### config.mk
export PLATFORM = sky130hd
export DESIGN_NAME = srfu_unit
export DESIGN_NICKNAME = d
export VERILOG_FILES = /design/src/pkg/srfu_pkg.sv /design/src/design/srfu_unit.sv
export SDC_FILE = /design/constraint.sdc
export NUM_CORES = 1
export LEC_CHECK = 0
export BUFFER_PORTS_ARGS = -buffer_cell sky130_fd_sc_hd__clkbuf_2
export CAP_MARGIN = 40
export CORE_ASPECT_RATIO = 0.6
export CORE_MARGIN = 2
export CORE_UTILIZATION = 35
export CTS_CLUSTER_SIZE = 12
export DETAILED_ROUTE_END_ITERATION = 6
export SLEW_MARGIN = 20
export SYNTH_ARGS = -nofsm -noshare
export SYNTH_HDL_FRONTEND = slang
export SYNTH_SLANG_ARGS = --single-unit
### constraint.sdc
create_clock -name core_clk -period 2 [get_ports core_clk]
set_clock_uncertainty 0.15 [all_clocks]
set_input_delay 0.2 -clock core_clk [delete_from_list [all_inputs] [get_ports core_clk]]
set_output_delay 0.2 -clock core_clk [all_outputs]
set_load 0.05 [all_outputs]
### src/pkg/srfu_pkg.sv
// Package for the shift, rotate and flag datapath slice
package srfu_pkg;
  // Status flag bit positions
  localparam int unsigned FLAG_C = 0;
  localparam int unsigned FLAG_Z = 1;
  localparam int unsigned FLAG_N = 2;
  localparam int unsigned FLAG_V = 3;
  localparam int unsigned FLAG_S = 4;
  localparam int unsigned FLAG_H = 5;
  localparam int unsigned FLAG_T = 6;
  localparam int unsigned FLAG_I = 7;
  localparam logic [7:0] STATUS_RESET = 8'h00;
  localparam logic [7:0] DATA_RESET = 8'h00;
  // Every operation here completes in one clock
  localparam int unsigned OP_CYCLES = 1;

  typedef enum logic [4:0] {
    idle_cycle_op = 5'h00,
    logical_shift_right_op = 5'h01,
    rotate_left_carry_op = 5'h02,
    rotate_right_carry_op = 5'h03,
    arith_shift_right_op = 5'h04,
    nibble_swap_op = 5'h05,
    bit_to_transfer_op = 5'h06,
    transfer_to_bit_op = 5'h07,
    status_bit_set_op = 5'h08,
    status_bit_clear_op = 5'h09,
    overflow_set_op = 5'h0a,
    overflow_clear_op = 5'h0b,
    half_carry_set_op = 5'h0c,
    half_carry_clear_op = 5'h0d,
    signed_flag_set_op = 5'h0e,
    signed_flag_clear_op = 5'h0f,
    zero_flag_set_op = 5'h10,
    zero_flag_clear_op = 5'h11,
    carry_set_op = 5'h12,
    carry_clear_op = 5'h13,
    negative_set_op = 5'h14,
    negative_clear_op = 5'h15,
    irq_global_enable_op = 5'h16,
    irq_global_disable_op = 5'h17,
    transfer_flag_set_op = 5'h18,
    transfer_flag_clear_op = 5'h19,
    sleep_op = 5'h1a,
    watchdog_restart_op = 5'h1b,
    debug_break_op = 5'h1c
  } srfu_op_type;
endpackage

### src/design/srfu_unit.sv
// Shift, rotate and status flag datapath slice of an 8-bit core
`timescale 1ns/100ps
module srfu_unit
  import srfu_pkg::*;
(
  input wire logic core_clk,
  input wire logic arst_n,
  input wire logic op_valid,
  input wire srfu_pkg::srfu_op_type op_code,
  input wire logic [7:0] reg_in,
  input wire logic [2:0] bit_sel,
  input wire logic [7:0] status_flags_in,
  input wire logic status_load,
  output logic [7:0] result_r,
  output logic result_we_r,
  output logic [7:0] status_flags,
  output logic sleep_req_r,
  output logic watchdog_restart_r,
  output logic debug_break_r
);
  import srfu_pkg::*;

  logic [7:0] status_r;
  logic [7:0] status_nxt;
  logic [7:0] result_nxt;
  logic write_reg_nxt;
  logic [7:0] status_eff;
  logic carry_in;
  logic transfer_in;
  logic dec_lshift;
  logic dec_rotl;
  logic dec_rotr;
  logic dec_ashift;
  logic dec_swap;
  logic dec_tstore;
  logic dec_tload;
  logic dec_sleep;
  logic dec_wdog;
  logic dec_break;
  logic is_shift;
  logic [7:0] lshift_val;
  logic [7:0] rotl_val;
  logic [7:0] rotr_val;
  logic [7:0] ashift_val;
  logic [7:0] shifted;
  logic shift_carry;
  logic shift_zero;
  logic new_n;
  logic new_v;
  logic new_s;
  logic [7:0] bit_mask;
  logic [7:0] swapped;
  logic [7:0] bit_loaded;
  logic [7:0] set_sel;
  logic [7:0] clr_sel;
  logic [7:0] idx_set;
  logic [7:0] idx_clr;
  logic [7:0] flag_set;
  logic [7:0] flag_clr;

  // Status as an op sees it: a parallel load lands first
  assign status_eff = status_load ? status_flags_in : status_r;

  // Carry and transfer flag feed the datapath from the loaded view
  assign carry_in = status_eff[FLAG_C];
  assign transfer_in = status_eff[FLAG_T];

  // Shift decode; nothing is selected while op_valid is low
  assign dec_lshift = op_valid && (op_code == logical_shift_right_op);
  assign dec_rotl = op_valid && (op_code == rotate_left_carry_op);
  assign dec_rotr = op_valid && (op_code == rotate_right_carry_op);
  assign dec_ashift = op_valid && (op_code == arith_shift_right_op);
  assign is_shift = dec_lshift || dec_rotl || dec_rotr || dec_ashift;

  // Data operation decode
  assign dec_swap = op_valid && (op_code == nibble_swap_op);
  assign dec_tstore = op_valid && (op_code == bit_to_transfer_op);
  assign dec_tload = op_valid && (op_code == transfer_to_bit_op);

  // Control operation decode
  assign dec_sleep = op_valid && (op_code == sleep_op);
  assign dec_wdog = op_valid && (op_code == watchdog_restart_op);
  assign dec_break = op_valid && (op_code == debug_break_op);

  // Candidate shift results, all built every cycle
  assign lshift_val = {1'b0, reg_in[7:1]};
  assign rotl_val = {reg_in[6:0], carry_in};
  assign rotr_val = {carry_in, reg_in[7:1]};
  assign ashift_val = {reg_in[7], reg_in[7:1]};

  // Shifter selection; only the left rotate takes its carry from bit 7
  assign shifted = dec_lshift ? lshift_val :
    dec_rotl ? rotl_val :
    dec_rotr ? rotr_val :
    ashift_val;
  assign shift_carry = dec_rotl ? reg_in[7] : reg_in[0];
  assign shift_zero = (shifted == 8'h00);

  // Shift flags: V is N xor C, so S = N xor V reduces to C
  assign new_n = shifted[7];
  assign new_v = new_n ^ shift_carry;
  assign new_s = new_n ^ new_v;

  // Swap and bit load results; flags are left alone
  assign bit_mask = 8'h01 << bit_sel;
  assign swapped = {reg_in[3:0], reg_in[7:4]};
  assign bit_loaded = (reg_in & ~bit_mask) | (transfer_in ? bit_mask : 8'h00);

  // Dedicated set operations, one flag each
  assign set_sel[FLAG_C] = (op_code == carry_set_op);
  assign set_sel[FLAG_Z] = (op_code == zero_flag_set_op);
  assign set_sel[FLAG_N] = (op_code == negative_set_op);
  assign set_sel[FLAG_V] = (op_code == overflow_set_op);
  assign set_sel[FLAG_S] = (op_code == signed_flag_set_op);
  assign set_sel[FLAG_H] = (op_code == half_carry_set_op);
  assign set_sel[FLAG_T] = (op_code == transfer_flag_set_op);
  assign set_sel[FLAG_I] = (op_code == irq_global_enable_op);

  // Dedicated clear operations, one flag each
  assign clr_sel[FLAG_C] = (op_code == carry_clear_op);
  assign clr_sel[FLAG_Z] = (op_code == zero_flag_clear_op);
  assign clr_sel[FLAG_N] = (op_code == negative_clear_op);
  assign clr_sel[FLAG_V] = (op_code == overflow_clear_op);
  assign clr_sel[FLAG_S] = (op_code == signed_flag_clear_op);
  assign clr_sel[FLAG_H] = (op_code == half_carry_clear_op);
  assign clr_sel[FLAG_T] = (op_code == transfer_flag_clear_op);
  assign clr_sel[FLAG_I] = (op_code == irq_global_disable_op);

  // Indexed forms reuse the bit select
  assign idx_set = (op_code == status_bit_set_op) ? bit_mask : 8'h00;
  assign idx_clr = (op_code == status_bit_clear_op) ? bit_mask : 8'h00;

  // Final masks; dedicated and indexed selects never overlap
  assign flag_set = op_valid ?
    (set_sel | idx_set) : 8'h00;
  assign flag_clr = op_valid ?
    (clr_sel | idx_clr) : 8'h00;

  // Next result and status
  always_comb begin
    status_nxt = status_eff;
    result_nxt = reg_in;
    write_reg_nxt = 1'b0;
    if (is_shift) begin
      result_nxt = shifted;
      write_reg_nxt = 1'b1;
      status_nxt[FLAG_Z] = shift_zero;
      status_nxt[FLAG_C] = shift_carry;
      status_nxt[FLAG_N] = new_n;
      status_nxt[FLAG_V] = new_v;
      // S follows N xor V; only shifts derive it, the other ops set or clear it directly
      status_nxt[FLAG_S] = new_s;
    end else if (dec_swap) begin
      // Flags stay exactly as loaded
      result_nxt = swapped;
      write_reg_nxt = 1'b1;
    end else if (dec_tstore) begin
      status_nxt[FLAG_T] = reg_in[bit_sel];
    end else if (dec_tload) begin
      // Writes back, flags untouched
      result_nxt = bit_loaded;
      write_reg_nxt = 1'b1;
    end else begin
      // Control ops and the no-op leave both masks at zero
      status_nxt = (status_eff & ~flag_clr) | flag_set;
    end
  end

  // Status register; holds until an op or a load changes it
  always_ff @(posedge core_clk or negedge arst_n) begin
    if (!arst_n) begin
      status_r <= STATUS_RESET;
    end else begin
      status_r <= status_nxt;
    end
  end

  // Result and write strobe; every op answers one clock later
  always_ff @(posedge core_clk or negedge arst_n) begin
    if (!arst_n) begin
      result_r <= DATA_RESET;
      result_we_r <= 1'b0;
    end else begin
      result_r <= result_nxt;
      result_we_r <= write_reg_nxt;
    end
  end

  // Control requests for power, watchdog and debug logic; flags are left alone
  always_ff @(posedge core_clk or negedge arst_n) begin
    if (!arst_n) begin
      sleep_req_r <= 1'b0;
      watchdog_restart_r <= 1'b0;
      debug_break_r <= 1'b0;
    end else begin
      sleep_req_r <= dec_sleep;
      watchdog_restart_r <= dec_wdog;
      debug_break_r <= dec_break;
    end
  end

  // Status leaves straight from its flop
  assign status_flags = status_r;
endmodule

### Yosys cells after proc, flatten, opt, wreduce, memory -nomap -nowiden

Index checks and enable logic that the tools add are counted.

* magnitude comparators: 1
* equality and inequality tests: 28
* shift operators: 1
* mux-type cells: 27
* bitwise gates (word level): 10
* reductions and logical operators: 14

Operator list (number)
* 8-bit two-way mux: 15
* 5-bit equality test, second input constant: 13
* 5-bit by 4-bit equality test with 1-bit output, second input constant: 8
* 8-bit OR: 4
* 5-bit by 3-bit equality test with 1-bit output, second input constant: 4
* 8-bit AND: 2
* 8-bit NOT: 2
* 5-bit by 2-bit equality test with 1-bit output, second input constant: 2
* 1-bit logical AND: 10
* 8-bit logical NOT: 1
* 1-bit two-way mux: 8
* 1-bit by 3-bit << shifter with 8-bit output, first input constant: 1
* 6-bit two-way mux: 1
* 5-bit by 1-bit equality test with 1-bit output, second input constant: 1
* 5-bit two-way mux: 1
* 3-bit by 4-bit < comparator with 1-bit output, second input constant: 1
* 1-bit binary-select mux with 3-bit select: 1
* 1-bit logical OR: 3
* 3-bit two-way mux: 1
* 1-bit bitwise XOR: 2

* flip-flop bits (word level): 20
* input port bits: 28
* output and inout bits: 20

### Logic depth before layout (Yosys ltp)

* word-level depth: 11
* gate-level depth with buffers: 7

### Least setup slack after synthesis

Ideal clock, no wire load.

* path type: reg2reg
* from: register status_r[0], in the netlist status_flags[0]
* to: register status_r[1], in the netlist status_flags[1]
* setup time: 104 ps
* data arrival time: 1422 ps
* required time: 1746 ps
* setup slack: 325 ps
* stages on the path, launching flop included: 5
* clock period less this slack: 1675 ps
* path through: dfrtp_1 mux2i_1 a21oi_1 a22o_1 o41ai_2

* word-level cells in the longest chain between the ends: 6

RTL lines
* start: declaration: line srfu_unit.sv:23 `logic [7:0] status_r;`
* start signal: assignment: line srfu_unit.sv:174 `status_r <= status_nxt;`
* 8-bit two-way mux *: line srfu_unit.sv:62 `assign status_eff = status_load ? status_flags_in : status_r;`
* 8-bit two-way mux: line srfu_unit.sv:94 `dec_rotr ? rotr_val :`
* 8-bit two-way mux *: line srfu_unit.sv:93 `dec_rotl ? rotl_val :`
* 8-bit two-way mux *: line srfu_unit.sv:92 `assign shifted = dec_lshift ? lshift_val :`
* 8-bit logical NOT *: line srfu_unit.sv:97 `assign shift_zero = (shifted == 8'h00);`
* 5-bit two-way mux *: line srfu_unit.sv:144 `if (is_shift) begin`
* via status_nxt[1]: line srfu_unit.sv:24 `logic [7:0] status_nxt;`

Mark *: on every way through the listed nets, which the timed path passes. The rest lies on a longest branch.

### Final worst setup path

* from: input port op_code[3]
* to: register result_r[7]

* word-level cells in the longest chain between the ends: 6
* elaborated cells on any way between the ends: 24
* classes of those cells: 7 x eq/ne; 7 x mux; 10 x reduce/logical

RTL lines
* start: declaration: line srfu_unit.sv:9 `input wire srfu_pkg::srfu_op_type op_code,`
* 5-bit by 3-bit equality test with 1-bit output, or another cell as far along: line srfu_unit.sv:78 `assign dec_tload = op_valid && (op_code == transfer_to_bit_op);`
* 1-bit logical AND, on equally long branches
* 8-bit two-way mux, or another cell as far along: line srfu_unit.sv:159 `end else if (dec_tload) begin`
* 8-bit two-way mux, or another cell as far along: line srfu_unit.sv:157 `end else if (dec_tstore) begin`
* 8-bit two-way mux, or another cell as far along: line srfu_unit.sv:153 `end else if (dec_swap) begin`
* 8-bit two-way mux *: line srfu_unit.sv:144
* via result_nxt[7]: line srfu_unit.sv:25 `logic [7:0] result_nxt;`
* end signal: assignment: line srfu_unit.sv:184 `result_r <= result_nxt;`
* end: declaration: line srfu_unit.sv:14 `output logic [7:0] result_r,`

Marks and branches as above.

==> reports/summary.json <==
{
  "clocking": {
    "cts.repair_timing.setup_buffer_count": 0,
    "post_cts_resize_count": 0,
    "htree_levels": 1,
    "clk_latency_worst_skew_pair_ns": 0.26,
    "total_clock_buffers_created_by_cts": 3,
    "tritoncts_num_sinks": 20,
    "clock_tree_from_tritoncts": "done",
    "clockRootBuffer": "clkbuf_8",
    "ctsHoldBuffers": 1,
    "clock_pin_slew_reported_for_the_worst_setup_and_hold_paths_after_clock_tree_synthesis_ns": 0.08,
    "max-clock-path-buffers": 2
  },
  "placed_design": {
    "port_buffers": 47,
    "dpl_cell_area_um2": 1990,
    "detailed_place_hpwl_um": 3960,
    "place_congestion": 0.926
  },
  "synthesis": {
    "synthArstFlopShare_pct": 100,
    "seq_area_frac_synth_pct": 31.0,
    "number_of_warnings_printed_during_yosys_synthesis": 0,
    "synth_largest_area_cell": "dfrtp_1",
    "synth.lib_cells_used.distinct": 53,
    "synth_top_cells_by_area": "dfrtp_1 (31%), mux2i_1 (13%), nor2_1 (4.4%)",
    "syn-instance-count": 179,
    "synthDominantCellAreaShare_pct": 31.0,
    "postSynthRegisterBits": 20,
    "syn-mean-instance-area_um2": 9.02,
    "synth-edff-count": 0,
    "synth_area_um2": 1620,
    "synth_flop_cell": "dfrtp_1",
    "net_count_after_synthesis": 207
  },
  "timing": {
    "tightestPinTransition_ns": 0.525,
    "max-slew-margin-rel_pct": 65.0,
    "setup_repair_after_global_routing_missed_its_margin": "no",
    "hold_ws_ns": 0.0496,
    "final_hold_viol_count": 0,
    "maxClockFrequency_mhz": 580,
    "drv_slew": 0,
    "fin_crit_sh_pct": 86.2,
    "period_needed_ns": 1.72,
    "setup-tns-final_ns": 0,
    "finalSetupViolations": 0
  },
  "floorplan": {
    "die_w_um": 91.7,
    "placementRows": 19,
    "die_ar_um2": 5190,
    "design.core.area_um2": 4520,
    "initial_core_util_pct": 35.8,
    "die_height_um": 56.6,
    "ioPinCount": 48
  },
  "power": {
    "totalPowerFinal_w": 0.00131,
    "powerDensity_nw_per_um2": 633,
    "vdd.ir_drop.worst_mv": 0.264,
    "static_leak_nw": 0.986
  },
  "routing": {
    "wirelength_um": 5040,
    "vias": 1685,
    "route.detailed.vias_per_inst": 5.65,
    "wl_per_cell_um": 16.9,
    "detail-route-antenna-nets": 0,
    "route.detailed.drc": 0,
    "firstDrtPassIters": 4,
    "detailedRoute.firstIterationViolations": 130
  },
  "global_route": {
    "gr-total-overflow": 0,
    "pin_count_of_the_biggest_net_entering_global_routing": 21,
    "grt.total_usage_pct": 20.2,
    "grt_first_pass_wirelength_um": 8010,
    "antenna_violations_before_repair": 0,
    "grt_pass1_vias": 1512
  },
  "cells_and_area": {
    "antenna_cells": 0,
    "postLayoutCoreUtil_pct": 45.8,
    "post-route-cell-area_um2": 2070,
    "drive_above_1_share_pct": 34.0,
    "fin_nets": 264,
    "fillerInstances": 471,
    "layout_area_growth_over_synthesis_pct": 28.0
  },
  "critical_path": {
    "arrival_ns": 1.74,
    "worstSetupPathType": "in -> reg",
    "critical_path.max_fanout": 10,
    "critical_path.endpoint_type": "register",
    "cp.required_ns": 2.02,
    "timing.critical_path.from_type": "primary input"
  },
  "flow_run": {
    "number_of_max_capacitance_violations_reported": 0
  },
  "worst_hold_path": {
    "hold_path_class": "in -> reg"
  },
  "status": {
    "status": "finished clean"
  }
}
-- state kept, by name, summed over array words and instances, names as in the netlist --
register            cells
status_flags            8
debug_break_r           1
result_we_r             1
result_r                8
watchdog_restart_r      1
sleep_req_r             1
-- path summary, 6_finish.rpt --
kind / start / to / slack (ns) / cells after the start
max in group asynchronous: arst_n / result_we_r$_DFF_PN0_ / 1.06 / 2
min in group asynchronous: arst_n / status_flags[3]$_DFF_PN0_ / 0.29 / 2
min: op_code[0] / sleep_req_r$_DFF_PN0_ / 0.05 / 2
max reg2reg: status_flags[6]$_DFF_PN0_ / result_r[6]$_DFF_PN0_ / 0.43 / 5
min reg2reg: status_flags[5]$_DFF_PN0_ / status_flags[5]$_DFF_PN0_ / 0.43 / 2
max: op_code[3] / result_r[7]$_DFF_PN0_ / 0.28 / 6
-- synth_stat cells (2+ instances only) --
| library cell | n |
|---|---|
| dfrtp_1 | 20 |
| nor2b_1 | 3 |
| nand3b_1 | 3 |
| buf_2 | 9 |
| a211oi_1 | 2 |
| nor2_1 | 19 |
| mux4_2 | 2 |
| nand3_1 | 2 |
| or3_1 | 3 |
| nand4_1 | 3 |
| mux2i_1 | 21 |
| a21o_1 | 4 |
| a211o_1 | 3 |
| nor4_1 | 4 |
| nand2b_1 | 3 |
| and3_1 | 2 |
| nor3_1 | 4 |
| o21ai_0 | 2 |
| nand2_1 | 14 |
| inv_1 | 5 |
| clkbuf_1 | 2 |
| a31oi_1 | 8 |
| o221ai_1 | 2 |
| a21oi_1 | 7 |
| mux2_2 | 4 |
-- metrics by stage --
stage / std cells / worst slack, ns
after floorplan: 179 / 0.325
after global placement: 293 / 0.0875
after detailed placement: 293 / 0.0720
after CTS: 298 / 0.344
after global routing: 298 / 0.183
final: 298 / 0.277
-- layer usage --
metal  GRT usage, %  up-vias  part of all wire (%)
li1               -      788                     -
met2           26.1       81                    37
met5              0        -                     0
met3           4.16        2                   9.7
met4           1.28        0                  0.20
met1           34.5      814                    53
-- power by group --
| group | internal [W] | switching, W | leakage (nW) | total, W |
|---|---|---|---|---|
| sequential | 0.000439 | 0.0000135 | 0.243 | 0.000452 |
| combinational | 0.000142 | 0.000297 | 0.707 | 0.000439 |
| clock | 0.000267 | 0.000150 | 0.0357 | 0.000417 |
| total | 0.000848 | 0.000460 | 0.986 | 0.00131 |
-- layout make-up --
type,count,area [µm²],area share (%)
multi-input cells,142,1030,49.9
flip-flops and latches,20,500,24.2
repair buffers,64,365,17.7
well taps,63,78.8,3.81
clock buffers,3,41.3,2.00
clock inverters,1,30.0,1.45
inverters,5,18.8,0.908
-- cell usage in the layout, fill, tap and decap left out, types with 4 or more instances in the layout --
cell type,n
nor2_1,19
nand2_1,14
a21oi_1,7
mux2i_1,21
nor4_1,4
a21o_1,4
dfrtp_1,20
mux2_2,4
nor3_1,4
a31oi_1,8
buf_4,16
clkbuf_2,47
inv_1,5
-- kinds of logic (layout without fill, tap and decap cells) --
logic type | count (synthesis) | in the layout | synth area share, %
AO/OA/AOI/OAI | 43 | 43 | 19.8
XOR/XNOR | 1 | 1 | 0.542
buffers and inverters | 17 | 73 | 5.11
flip-flops | 20 | 20 | 31.0
multiplexers | 27 | 27 | 18.6
AND/OR/NAND/NOR | 71 | 71 | 25.0
-- worst max-delay path, cell delays in order --
cell,delay [ns]
clkbuf_2,0.18
nand3b_1,0.28
nor4_4,0.40
a31oi_1,0.14
a211o_1,0.30
a31oi_1,0.23
Power figures use the tool's default switching activity.
